### src/core/msp_pkg.sv
// Package of constants shared by the module site parallel port.
package msp_pkg;

  // ----------------------------------------------------------------
  // Bus widths
  // ----------------------------------------------------------------
  localparam int MSP_AW = 6;
  localparam int MSP_DW = 8;
  localparam int MSP_HAW = 32;
  localparam int MSP_HDW = 32;

  // ----------------------------------------------------------------
  // Address fields of the processor bus
  // ----------------------------------------------------------------
  // Low address bit of the module address on the older variant.
  localparam int MSP_ADDR_LSB_OLD = 2;
  // Low address bit of the module address on the newer variant.
  localparam int MSP_ADDR_LSB_NEW = 1;
  // Mask and base of the module sub-range inside chip-enable space 3.
  localparam logic [MSP_HAW-1:0] MSP_SUB_MASK = 32'hFFFF_FF00;
  localparam logic [MSP_HAW-1:0] MSP_SUB_BASE = 32'h0000_0000;

  // ----------------------------------------------------------------
  // Interrupt routing
  // ----------------------------------------------------------------
  // Number of module interrupt request inputs.
  localparam int MSP_NIRQ = 3;
  // Number of processor interrupt targets: external 4..7 and the NMI.
  localparam int MSP_NTGT = 5;
  // Route codes, three bits each.
  localparam logic [2:0] MSP_RT_EXT4 = 3'h0;
  localparam logic [2:0] MSP_RT_NMI = 3'h4;

  // ----------------------------------------------------------------
  // Transfer states
  // ----------------------------------------------------------------
  typedef enum logic [1:0] {
    MSP_IDLE,
    MSP_WAIT,
    MSP_DONE
  } msp_state_t;

endpackage

### src/core/msp_edge_det.sv
// Falling-edge detector with a two-stage pin synchroniser.
`timescale 1ns/100ps

module msp_edge_det (
  // Clock and reset.
  input wire logic clk,
  input wire logic resetn,
  input wire logic clk_en,
  // Pin input, active low, pulled up.
  input wire logic req_n,
  // One-cycle pulse on each high-to-low transition.
  output logic fall
);

  // ----------------------------------------------------------------
  // Synchroniser and history
  // ----------------------------------------------------------------
  // Stages reset high because the line idles high through its pull-up.
  logic s1_q;
  logic s2_q;
  logic s3_q;

  // Only s2_q reads s1_q; the edge logic looks at s2_q and s3_q.
  always_ff @(posedge clk or negedge resetn) begin
    if (!resetn) begin
      s1_q <= 1'b1;
      s2_q <= 1'b1;
      s3_q <= 1'b1;
    end else if (clk_en) begin
      s1_q <= req_n;
      s2_q <= s1_q;
      s3_q <= s2_q;
    end
  end

  // A low level holding still gives no further pulses.
  assign fall = clk_en && s3_q && !s2_q;

endmodule

### src/core/msp_port.sv
// Module site parallel port: strobed bus cycle, module resets, irq routing.
`timescale 1ns/100ps

module msp_port
  import msp_pkg::*;
(
  // Clock, reset and clock enable.
  input wire logic clk,
  input wire logic resetn,
  input wire logic clk_en,
  // Board variant: high selects the newer processor and board.
  input wire logic new_variant,
  // Processor request side, same clock domain.
  input wire logic cpu_req,
  input wire logic cpu_ce3,
  input wire logic cpu_we,
  input wire logic [MSP_HAW-1:0] cpu_addr,
  input wire logic [MSP_DW-1:0] cpu_wdata,
  output logic cpu_ack,
  output logic cpu_busy,
  output logic [MSP_DW-1:0] cpu_rdata,
  // Module parallel bus pins.
  output logic [MSP_AW-1:0] module_addr,
  input wire logic [MSP_DW-1:0] module_data_in,
  output logic [MSP_DW-1:0] module_data_out,
  output logic module_data_oe_n,
  output logic module_xfer_strobe_n,
  output logic module_write_en_n,
  input wire logic module_ready_n,
  // Reset control bits and module reset pins.
  input wire logic site_reset_bit,
  input wire logic extender_reset_bit,
  output logic site_reset_n,
  output logic extender_reset_n,
  // Module interrupt request pins.
  input wire logic dedicated_module_irq0_n,
  input wire logic dedicated_module_irq1_n,
  input wire logic dedicated_module_irq2_n,
  input wire logic pio_site_irq0_n,
  // Interrupt enables and routes, one per request.
  input wire logic [MSP_NIRQ-1:0] irq_enable,
  input wire logic [3*MSP_NIRQ-1:0] irq_route,
  // Processor interrupt pulses: external 4..7 in bits 0..3, NMI in bit 4.
  output logic [MSP_NTGT-1:0] cpu_irq,
  output logic cpu_ext_irq4
);

  // ----------------------------------------------------------------
  // Functions
  // ----------------------------------------------------------------
  // Decodes a route code into a one-hot target; unknown codes go nowhere.
  function automatic logic [MSP_NTGT-1:0] route_dec(input logic [2:0] code);
    logic [MSP_NTGT-1:0] r;
    r = '0;
    if (code <= MSP_RT_NMI) begin
      r[code] = 1'b1;
    end
    return r;
  endfunction

  // ----------------------------------------------------------------
  // Pin synchronisers for ready
  // ----------------------------------------------------------------
  // Ready comes from the module's own timing, so it is synchronised.
  logic rdy1_q;
  logic rdy2_q;
  // Data is sampled in the same cycle ready is seen, through two stages too.
  logic [MSP_DW-1:0] din1_q;
  logic [MSP_DW-1:0] din2_q;

  // Reset to high models the pull-up when nothing drives ready.
  always_ff @(posedge clk or negedge resetn) begin
    if (!resetn) begin
      rdy1_q <= 1'b1;
      rdy2_q <= 1'b1;
      din1_q <= '0;
      din2_q <= '0;
    end else if (clk_en) begin
      rdy1_q <= module_ready_n;
      rdy2_q <= rdy1_q;
      din1_q <= module_data_in;
      din2_q <= din1_q;
    end
  end

  // ----------------------------------------------------------------
  // Transfer state machine
  // ----------------------------------------------------------------
  msp_state_t state_q;
  // Access decode of the current request.
  logic hit;
  assign hit = cpu_req && cpu_ce3 && ((cpu_addr & MSP_SUB_MASK) == MSP_SUB_BASE);
  // A new cycle opens only once ready from the last one is seen released.
  // Otherwise the low level still in the synchroniser would end it at once.
  logic take;
  assign take = hit && rdy2_q;

  // Strobe waits for ready low; an absent module stalls the cycle.
  always_ff @(posedge clk or negedge resetn) begin
    if (!resetn) begin
      state_q <= MSP_IDLE;
    end else if (clk_en) begin
      case (state_q)
        MSP_IDLE: begin
          if (take) begin
            state_q <= MSP_WAIT;
          end
        end
        MSP_WAIT: begin
          if (!rdy2_q) begin
            state_q <= MSP_DONE;
          end
        end
        MSP_DONE: begin
          // Strobe releases here, one cycle after ready was sampled low.
          state_q <= MSP_IDLE;
        end
        default: begin
          state_q <= MSP_IDLE;
        end
      endcase
    end
  end

  // ----------------------------------------------------------------
  // Address, data and control registers
  // ----------------------------------------------------------------
  // Address and data load only when a cycle opens and the controls release in DONE, so all hold still while strobed.
  always_ff @(posedge clk or negedge resetn) begin
    if (!resetn) begin
      module_addr <= '0;
      module_data_out <= '0;
      module_write_en_n <= 1'b1;
      module_data_oe_n <= 1'b1;
      module_xfer_strobe_n <= 1'b1;
    end else if (clk_en) begin
      if (state_q == MSP_IDLE && take) begin
        // Newer variant takes A1..A6, older A2..A7.
        if (new_variant) begin
          module_addr <= cpu_addr[MSP_ADDR_LSB_NEW +: MSP_AW];
        end else begin
          module_addr <= cpu_addr[MSP_ADDR_LSB_OLD +: MSP_AW];
        end
        module_data_out <= cpu_wdata;
        module_write_en_n <= !cpu_we;
        module_data_oe_n <= !cpu_we;
        module_xfer_strobe_n <= 1'b0;
      end else if (state_q == MSP_WAIT && !rdy2_q) begin
        // Strobe stays low through the DONE cycle, then releases.
        module_xfer_strobe_n <= 1'b0;
      end else if (state_q == MSP_DONE) begin
        module_xfer_strobe_n <= 1'b1;
        module_write_en_n <= 1'b1;
        module_data_oe_n <= 1'b1;
      end
    end
  end

  // Read data is captured when ready is seen, then answered in DONE.
  always_ff @(posedge clk or negedge resetn) begin
    if (!resetn) begin
      cpu_rdata <= '0;
    end else if (clk_en && state_q == MSP_WAIT && !rdy2_q) begin
      cpu_rdata <= din2_q;
    end
  end

  assign cpu_ack = clk_en && (state_q == MSP_DONE);
  assign cpu_busy = (state_q != MSP_IDLE);

  // ----------------------------------------------------------------
  // Module reset outputs
  // ----------------------------------------------------------------
  // Registered so the pins are glitch free; asserted during board reset.
  always_ff @(posedge clk or negedge resetn) begin
    if (!resetn) begin
      site_reset_n <= 1'b0;
      extender_reset_n <= 1'b0;
    end else if (clk_en) begin
      site_reset_n <= !site_reset_bit;
      extender_reset_n <= !extender_reset_bit;
    end
  end

  // ----------------------------------------------------------------
  // Interrupt requests
  // ----------------------------------------------------------------
  logic [MSP_NIRQ-1:0] req_n;
  logic [MSP_NIRQ-1:0] fall;
  logic [MSP_NTGT-1:0] irq_d;

  // Older board shares request 0 with the parallel I/O site (wired-AND).
  assign req_n[0] = new_variant ? dedicated_module_irq0_n
                                : (dedicated_module_irq0_n & pio_site_irq0_n);
  assign req_n[1] = dedicated_module_irq1_n;
  assign req_n[2] = dedicated_module_irq2_n;

  // One falling-edge detector per request line.
  generate
    for (genvar i = 0; i < MSP_NIRQ; i++) begin : g_irq
      msp_edge_det u_edge (
        .clk(clk),
        .resetn(resetn),
        .clk_en(clk_en),
        .req_n(req_n[i]),
        .fall(fall[i])
      );
    end
  endgenerate

  // Routing: request 0 on the older board is fixed to external 4.
  always_comb begin
    irq_d = '0;
    for (int i = 0; i < MSP_NIRQ; i++) begin
      if (fall[i] && irq_enable[i]) begin
        if (i == 0 && !new_variant) begin
          irq_d = irq_d | route_dec(MSP_RT_EXT4);
        end else begin
          irq_d = irq_d | route_dec(irq_route[3*i +: 3]);
        end
      end
    end
  end

  // Pulses are registered, one cycle wide per edge.
  always_ff @(posedge clk or negedge resetn) begin
    if (!resetn) begin
      cpu_irq <= '0;
    end else if (clk_en) begin
      cpu_irq <= irq_d;
    end else begin
      cpu_irq <= '0;
    end
  end

  assign cpu_ext_irq4 = cpu_irq[MSP_RT_EXT4];

endmodule

### config.mk
export PLATFORM = sky130hd
export DESIGN_NAME = msp_port
export DESIGN_NICKNAME = d
export VERILOG_FILES = /design/src/core/msp_pkg.sv /design/src/core/msp_edge_det.sv /design/src/core/msp_port.sv
export SDC_FILE = /design/constraint.sdc
export NUM_CORES = 1
export LEC_CHECK = 0
export BUFFER_PORTS_ARGS = -buffer_cell sky130_fd_sc_hd__clkbuf_2
export CAP_MARGIN = 5
export CORE_UTILIZATION = 48
export DETAILED_ROUTE_END_ITERATION = 12
export PLACE_DENSITY_LB_ADDON = 0.12
export SLEW_MARGIN = 20
export SYNTH_ARGS = -nofsm -noshare
export SYNTH_HDL_FRONTEND = slang
export SYNTH_SLANG_ARGS = --single-unit
### constraint.sdc
create_clock -name clk -period 2.4 [get_ports clk]
set_input_delay 0.36 -clock clk [delete_from_list [all_inputs] [get_ports clk]]
set_output_delay 0.36 -clock clk [all_outputs]
set_load 0.1 [all_outputs]
==> results of run 1 <==
[sequential cells by signal, indices dropped and copies added (netlist names), 2 cells and up]
name and cells:
cpu_irq 5, cpu_rdata 8, din1_q 8, din2_q 8, g_irq.u_edge.s1_q 3, g_irq.u_edge.s2_q 3
g_irq.u_edge.s3_q 3, module_addr 6, module_data_out 8, state_q 2
[metal layers]
metal	vias to the layer above	wire length, um	track usage [%]
met2	74	2270	27.3
met4	0	123	11.7
met1	900	2180	23.7
li1	912	-	-
met5	-	0	0
met3	13	396	5.16
[cell usage after synthesis, types with 2 or more instances]
cell and instances:
nor4_1 6, nor2_1 7, dfstp_2 13, a21o_1 2, o21ai_0 6, buf_4 2, mux2_4 9, dfrtp_1 47
nor4_2 2, buf_2 2, nor3_1 2, nand3_1 2, or3_1 2, inv_1 4, nand4_1 2, nand4b_1 2
nand2_1 10, and4b_1 2, nor2b_1 2, mux2_2 45, clkbuf_1 3
[cell families (layout without fill, tap and decap cells)]
logic type / Yosys count / after routing / share of synthesized area [%]
flip-flops: 60 / 60 / 58.2
multiplexers: 54 / 54 / 24.6
AND/OR/NAND/NOR: 46 / 46 / 10.8
AO/OA/AOI/OAI: 15 / 15 / 3.89
buffers and inverters: 13 / 133 / 2.54
[stage by stage]
stage	utilization [%]	area (um^2)	hold slack, ps
floorplan	-	2610	64.4
global placement	62.9	3250	412
detailed placement	62.9	3250	414
CTS	67.2	3480	53.0
global route	67.2	3480	74.1
finish	67.2	3480	37.3
[power by group]
group          switching [mW]  internal [mW]  total (mW)
Clock                   0.398          0.610        1.01
Combinational           0.133          0.121       0.254
Sequential             0.0308           1.10        1.13
Total                   0.561           1.83        2.39
[how the worst max path moves through the flow]
stage / to / cells after the start / slack (ps) / start
2_1_floorplan: module_addr[0] / 6 / 340 / rdy2_q
5_1_grt: module_addr[2] / 5 / 150 / rdy2_q
3_5_place_dp: module_addr[2] / 6 / 210 / cpu_addr[9]
4_1_cts: module_addr[2] / 5 / 250 / rdy2_q
3_3_place_gp: module_addr[2] / 6 / 240 / cpu_addr[12]
6_report: module_addr[2] / 5 / 250 / rdy2_q
[worst reg2reg max path: stages, from the launching register on]
cell     delay, ps
dfstp_2        550
and4b_1        190
nand4_1        150
or4_1          590
buf_4          240
mux2_4         310
[layout make-up]
| class | instances | area, um^2 | area share [%] |
|---|---|---|---|
| clock buffer | 10 | 138 | 3.96 |
| clock inverter | 6 | 87.6 | 2.52 |
| inverter | 4 | 15.0 | 0.432 |
| multi-input combinational | 115 | 1020 | 29.5 |
| sequential | 60 | 1520 | 43.6 |
| tap | 70 | 87.6 | 2.52 |
| timing repair buffer | 113 | 608 | 17.5 |
==> reports/metrics.yaml, run 1 <==
placement:
  dp_cells: 362
  dp.final_hpwl_um: 3660
  pre_cts_slack_ps: 215
  io_buffers: 107
  gp_congestion: 0.848
floorplanning:
  die_w_um: 75.7
  die_h_um: 75.7
  die_area_mm2: 0.00573
  num_io_pins: 109
  num_rows: 26
  initial_core_util_pct: 50.4
  coreArea_mm2: 0.00517
timing:
  fin_tns_setup_ps: 0
  min_period_ps: 2150
  fmax_mhz: 466
  hold_viol: 0
  period_share_pct: 89.5
  maxSlewViolCount: 0
  rsz0062_at_grt: "false"
  maxSlewHeadroom_pct: 57.2
  setup_ws_ps: 253
  setup_violations: 0
  finClkSkew_ps: 7.32
  worstMarginPinSlew_ps: 642
finish:
  n_fill_cell: 406
  final_cells: 378
  layout_commonest_cell: "clkbuf_2"
  fin_nets: 377
  final_cell_mix: "clkbuf_2 (106), dfrtp_1 (47), mux2_2 (45), dfstp_2 (13)"
  drive_above_1_share_pct: 64.6
  syn2layout_area_growth_pct: 33.3
  antenna_cells: 0
grt:
  grt_start_max_net_pins: 37
  grt_pass1_vias: 1733
  antenna_found_initial: 0
  track_usage_pct: 18.3
  grt-ovfl-total: 0
  grt_pass1_wl_um: 7580
yosys:
  yosysWarnings: 0
  synth_edf_count: 0
  yosys_register_bits: 60
  synth_top_area_cell: "dfrtp_1"
  yosys.area.top_type_share_pct: 45.1
  avgSynthCellArea_um2: 13.9
  async_flop_share_pct: 100
  syn_area_mm2: 0.00261
  ys.flop_type: "dfrtp_1"
  synth.distinct_cells: 37
  synthesis.nets: 262
  yosysSeqAreaShare_pct: 58.2
  ys_top_cells_by_area: "dfrtp_1 (45%), mux2_2 (19%), dfstp_2 (13%)"
  synth_cells: 188
power_and_ir_drop:
  powerDensity_mw_per_mm2: 687
  leakagePower_nw: 1.79
  totalPowerFinal_mw: 2.39
  peakVddDrop_mv: 0.437
flow_run:
  cap_violations: 0
outcome:
  status: "complete, no violations"
clocking:
  cts_buffers: 9
  insertion_delay_ps: 330
  cts_root_buffer: "clkbuf_8"
  clock_path_buffers: 2
  cts_resized: 0
  h-tree-depth: 3
  path_clk_slew_ps: 70
  cts_tree: "built"
  cts_hold_buf: 0
  cts_sinks: 60
  post_cts_buffers: 0
critical_path:
  crit_path_max_fanout: 12
  path_buf_inv: 1
  cp_slowest_cell: "or4_1"
  reg2reg_slack_ps: 250
  path_delay_family: "simple AND/OR/NAND/NOR gates"
  worstReg2RegStart: "rdy2_q"
  crit_type: "register to register"
  reg2reg_depth: 5
  worstPathRequired_ps: 2610
  cp_slowest_stage_delay_ps: 590
  timing.rr.end: "module_addr[2]"
  critPathCaptureType: "register"
  critical_path_arrival_ps: 2360
  worstSetupStartpointType: "register"
  path_cells: "and4b_1 > nand4_1 > or4_1 > buf_4 > mux2_4"
drt:
  drt_iter0_drc: 59
  drt-wirelength-per-cell_um: 13.1
  vias: 1899
  drt-pass1-iter-count: 4
  drc: 0
  routed_wirelength_um: 4970
  via_per_inst: 5.02
  ant_nets: 0
hold_path:
  min_path_type: "input pin to async pin"
(Power assumes the default switching activity.)
==> inputs of run 2 (changes only) <==
--- a/config.mk
+++ b/config.mk
@@ -6,7 +6,7 @@
 export NUM_CORES = 1
 export LEC_CHECK = 0
 export BUFFER_PORTS_ARGS = -buffer_cell sky130_fd_sc_hd__clkbuf_2
-export CAP_MARGIN = 5
+export CAP_MARGIN = 20
 export CORE_UTILIZATION = 48
 export DETAILED_ROUTE_END_ITERATION = 12
 export PLACE_DENSITY_LB_ADDON = 0.12
==> constraint.sdc (replaced) <==
create_clock -name clk -period 2.4 [get_ports clk]
set_input_delay 0 -clock clk [delete_from_list [all_inputs] [get_ports clk]]
set_output_delay 0 -clock clk [all_outputs]
set_load 0.1 [all_outputs]
==> reports/metrics.yaml, run 2 (synthesis results as in run 1) <==
critical_path:
  cp_slowest_stage_delay_ps: 560  # -30 ps
  crit_top_cell: "dlygate4sd3_1"
  crit_type: "register to register"
  worstPathRequired_ps: 2670  # +60 ps
  critPathCaptureType: "register"
  path_buf_inv: 2  # +1
  path_delay_family: "buffers and inverters"
  cp_slowest_cell: "dlygate4sd3_1"
  crit_path_max_fanout: 4  # -8
  path_cells: "nand4b_1 > nor2_1 > nand3_1 > dlygate4sd3_1 > nand2_1 > dlygate4sd3_1"
  worstSetupStartpointType: "register"
  critical_path_arrival_ps: 2490  # +130 ps
clocking:
  clock_path_buffers: 2  # unchanged
  path_clk_slew_ps: 70  # about the same
  cts_buffers: 9  # unchanged
  h-tree-depth: 3  # unchanged
  insertion_delay_ps: 320  # about the same
  cts_root_buffer: "clkbuf_8"
  cts_sinks: 60  # unchanged
  cts_tree: "built"
  cts_resized: 0  # unchanged
floorplanning:
  die_area_mm2: 0.00573  # unchanged
  num_rows: 26  # unchanged
  coreArea_mm2: 0.00517  # unchanged
  die_h_um: 75.7  # unchanged
  num_io_pins: 109  # unchanged
  initial_core_util_pct: 50.4  # unchanged
  die_w_um: 75.7  # unchanged
placement:
  io_buffers: 107  # unchanged
  place_area_mm2: 0.00322  # -1.1%
  dp.final_hpwl_um: 3710  # +1.3%
  pre_cts_slack_ps: 267  # +52.5 ps
  gp_congestion: 0.816  # -3.8%
timing:
  fin_tns_setup_ps: 0  # unchanged
  rsz0062_at_grt: "false"
  setup_ws_ps: 174  # -79.3 ps
  period_share_pct: 92.8  # +3.3 points
  maxSlewHeadroom_pct: 48.7  # -8.5 points
  worstMarginPinSlew_ps: 770  # +128 ps
  maxSlewViolCount: 0  # unchanged
  fmax_mhz: 449  # -3.6%
  hold_viol: 0  # unchanged
  setup_violations: 0  # unchanged
  finClkSkew_ps: 6.40  # -0.920 ps
  min_period_ps: 2230  # +79.3 ps
finish:
  drive_above_1_share_pct: 57.2  # -7.4 points
  syn2layout_area_growth_pct: 41.9
  fin_area_mm2: 0.00370  # +6.4%
  utilization_pct: 71.6  # +4.3 points
  n_fill_cell: 378  # -6.9%
  fin_nets: 408  # +8.2%
  final_cell_mix: "clkbuf_2 (107), dfrtp_1 (47), mux2_2 (45), dlygate4sd3_1 (32), dfstp_2 (13)"
  layout_commonest_cell: "clkbuf_2"
  antenna_cells: 0  # unchanged
drt:
  via_per_inst: 4.94  # -1.6%
  drc: 0  # unchanged
  routed_wirelength_um: 5310  # +6.9%
  drt-wirelength-per-cell_um: 13.0  # -1.2%
  ant_nets: 0  # unchanged
  drt-pass1-iter-count: 4  # unchanged
  drt_iter0_drc: 35  # -41%
  vias: 2021  # +6.4%
hold_path:
  min_path_type: "input pin to register"
flow_run:
  cap_violations: 0  # unchanged
grt:
  grt-ovfl-total: 0  # unchanged
  antenna_found_initial: 0  # unchanged
  track_usage_pct: 19.1  # +0.71 points
  grt_pass1_wl_um: 8000  # +5.5%
  grt_start_max_net_pins: 32  # -14%
  grt_pass1_vias: 1864  # +7.6%
outcome:
  status: "complete, no violations"
power_and_ir_drop:
  powerDensity_mw_per_mm2: 586  # -15%
  peakVddDrop_mv: 0.440  # +0.58%
  leakagePower_nw: 1.89  # +5.8%
## run 2: changes by cell type in the layout (fill, tap and decap cells not counted), sizes merged
cell,change
clkbuf,+5
bufinv,-2
clkinvlp,-3
buf,-2
dlygate4sd3,+32
clkinv,+1
## run 2: metal layers
metal | vias up | track usage (%) | share of wire, %
met5 | - | 0 | 0
met4 | 0 | 10.1 | 1.9
met2 | 64 | 31.4 | 49
li1 | 982 | - | -
met3 | 10 | 4.37 | 5.1
met1 | 965 | 23.4 | 44
## run 2: layout make-up
| type | instances | area, um^2 | area share [%] |
|---|---|---|---|
| Clock buffer | 14 | 153 | 4.12 |
| Inverter | 4 | 15.0 | 0.406 |
| Multi-Input combinational cell | 115 | 1020 | 27.7 |
| Clock inverter | 2 | 10.0 | 0.270 |
| Timing Repair Buffer | 144 | 893 | 24.1 |
| Sequential cell | 60 | 1520 | 41.0 |
| Tap cell | 70 | 87.6 | 2.37 |
## run 2: final timing paths
path | from | endpoint | slack [ps] | cells after the start
max | g_irq[2].u_edge.s3_q | cpu_irq[3] | 170 | 6
min | cpu_addr[1] | module_addr[0] | 40 | 3
max reg2reg | g_irq[2].u_edge.s3_q | cpu_irq[3] | 170 | 6
min reg2reg | g_irq[0].u_edge.s1_q | g_irq[0].u_edge.s1_q | 480 | 2
max in group asynchronous | resetn | g_irq[1].u_edge.s2_q | 1260 | 3
min in group asynchronous | resetn | cpu_irq[3] | 280 | 2
## run 2: tightest hold or removal path, delay by kind of cell
kind | cells | cell delay [ps]
muxes | 2 | 260
buffers and inverters | 1 | 70
## run 2: report_power, final
part	switching (mW)	internal (mW)
Clock	0.352	0.401
Combinational	0.140	0.150
Sequential	0.0310	1.10
## run 2: through the flow
step	hold slack (ps)	total power, mW	instances
finish	43.2	2.17	409
global route	54.0	2.27	409
CTS	21.6	2.20	409
detailed placement	111	1.40	361
global placement	118	1.39	361
floorplan	-296	1.29	188
## run 2: repair_timing
action,in CTS,in global routing
endpoints found under the hold margin,48,0
hold buffers,32,0
setup buffers,0,0
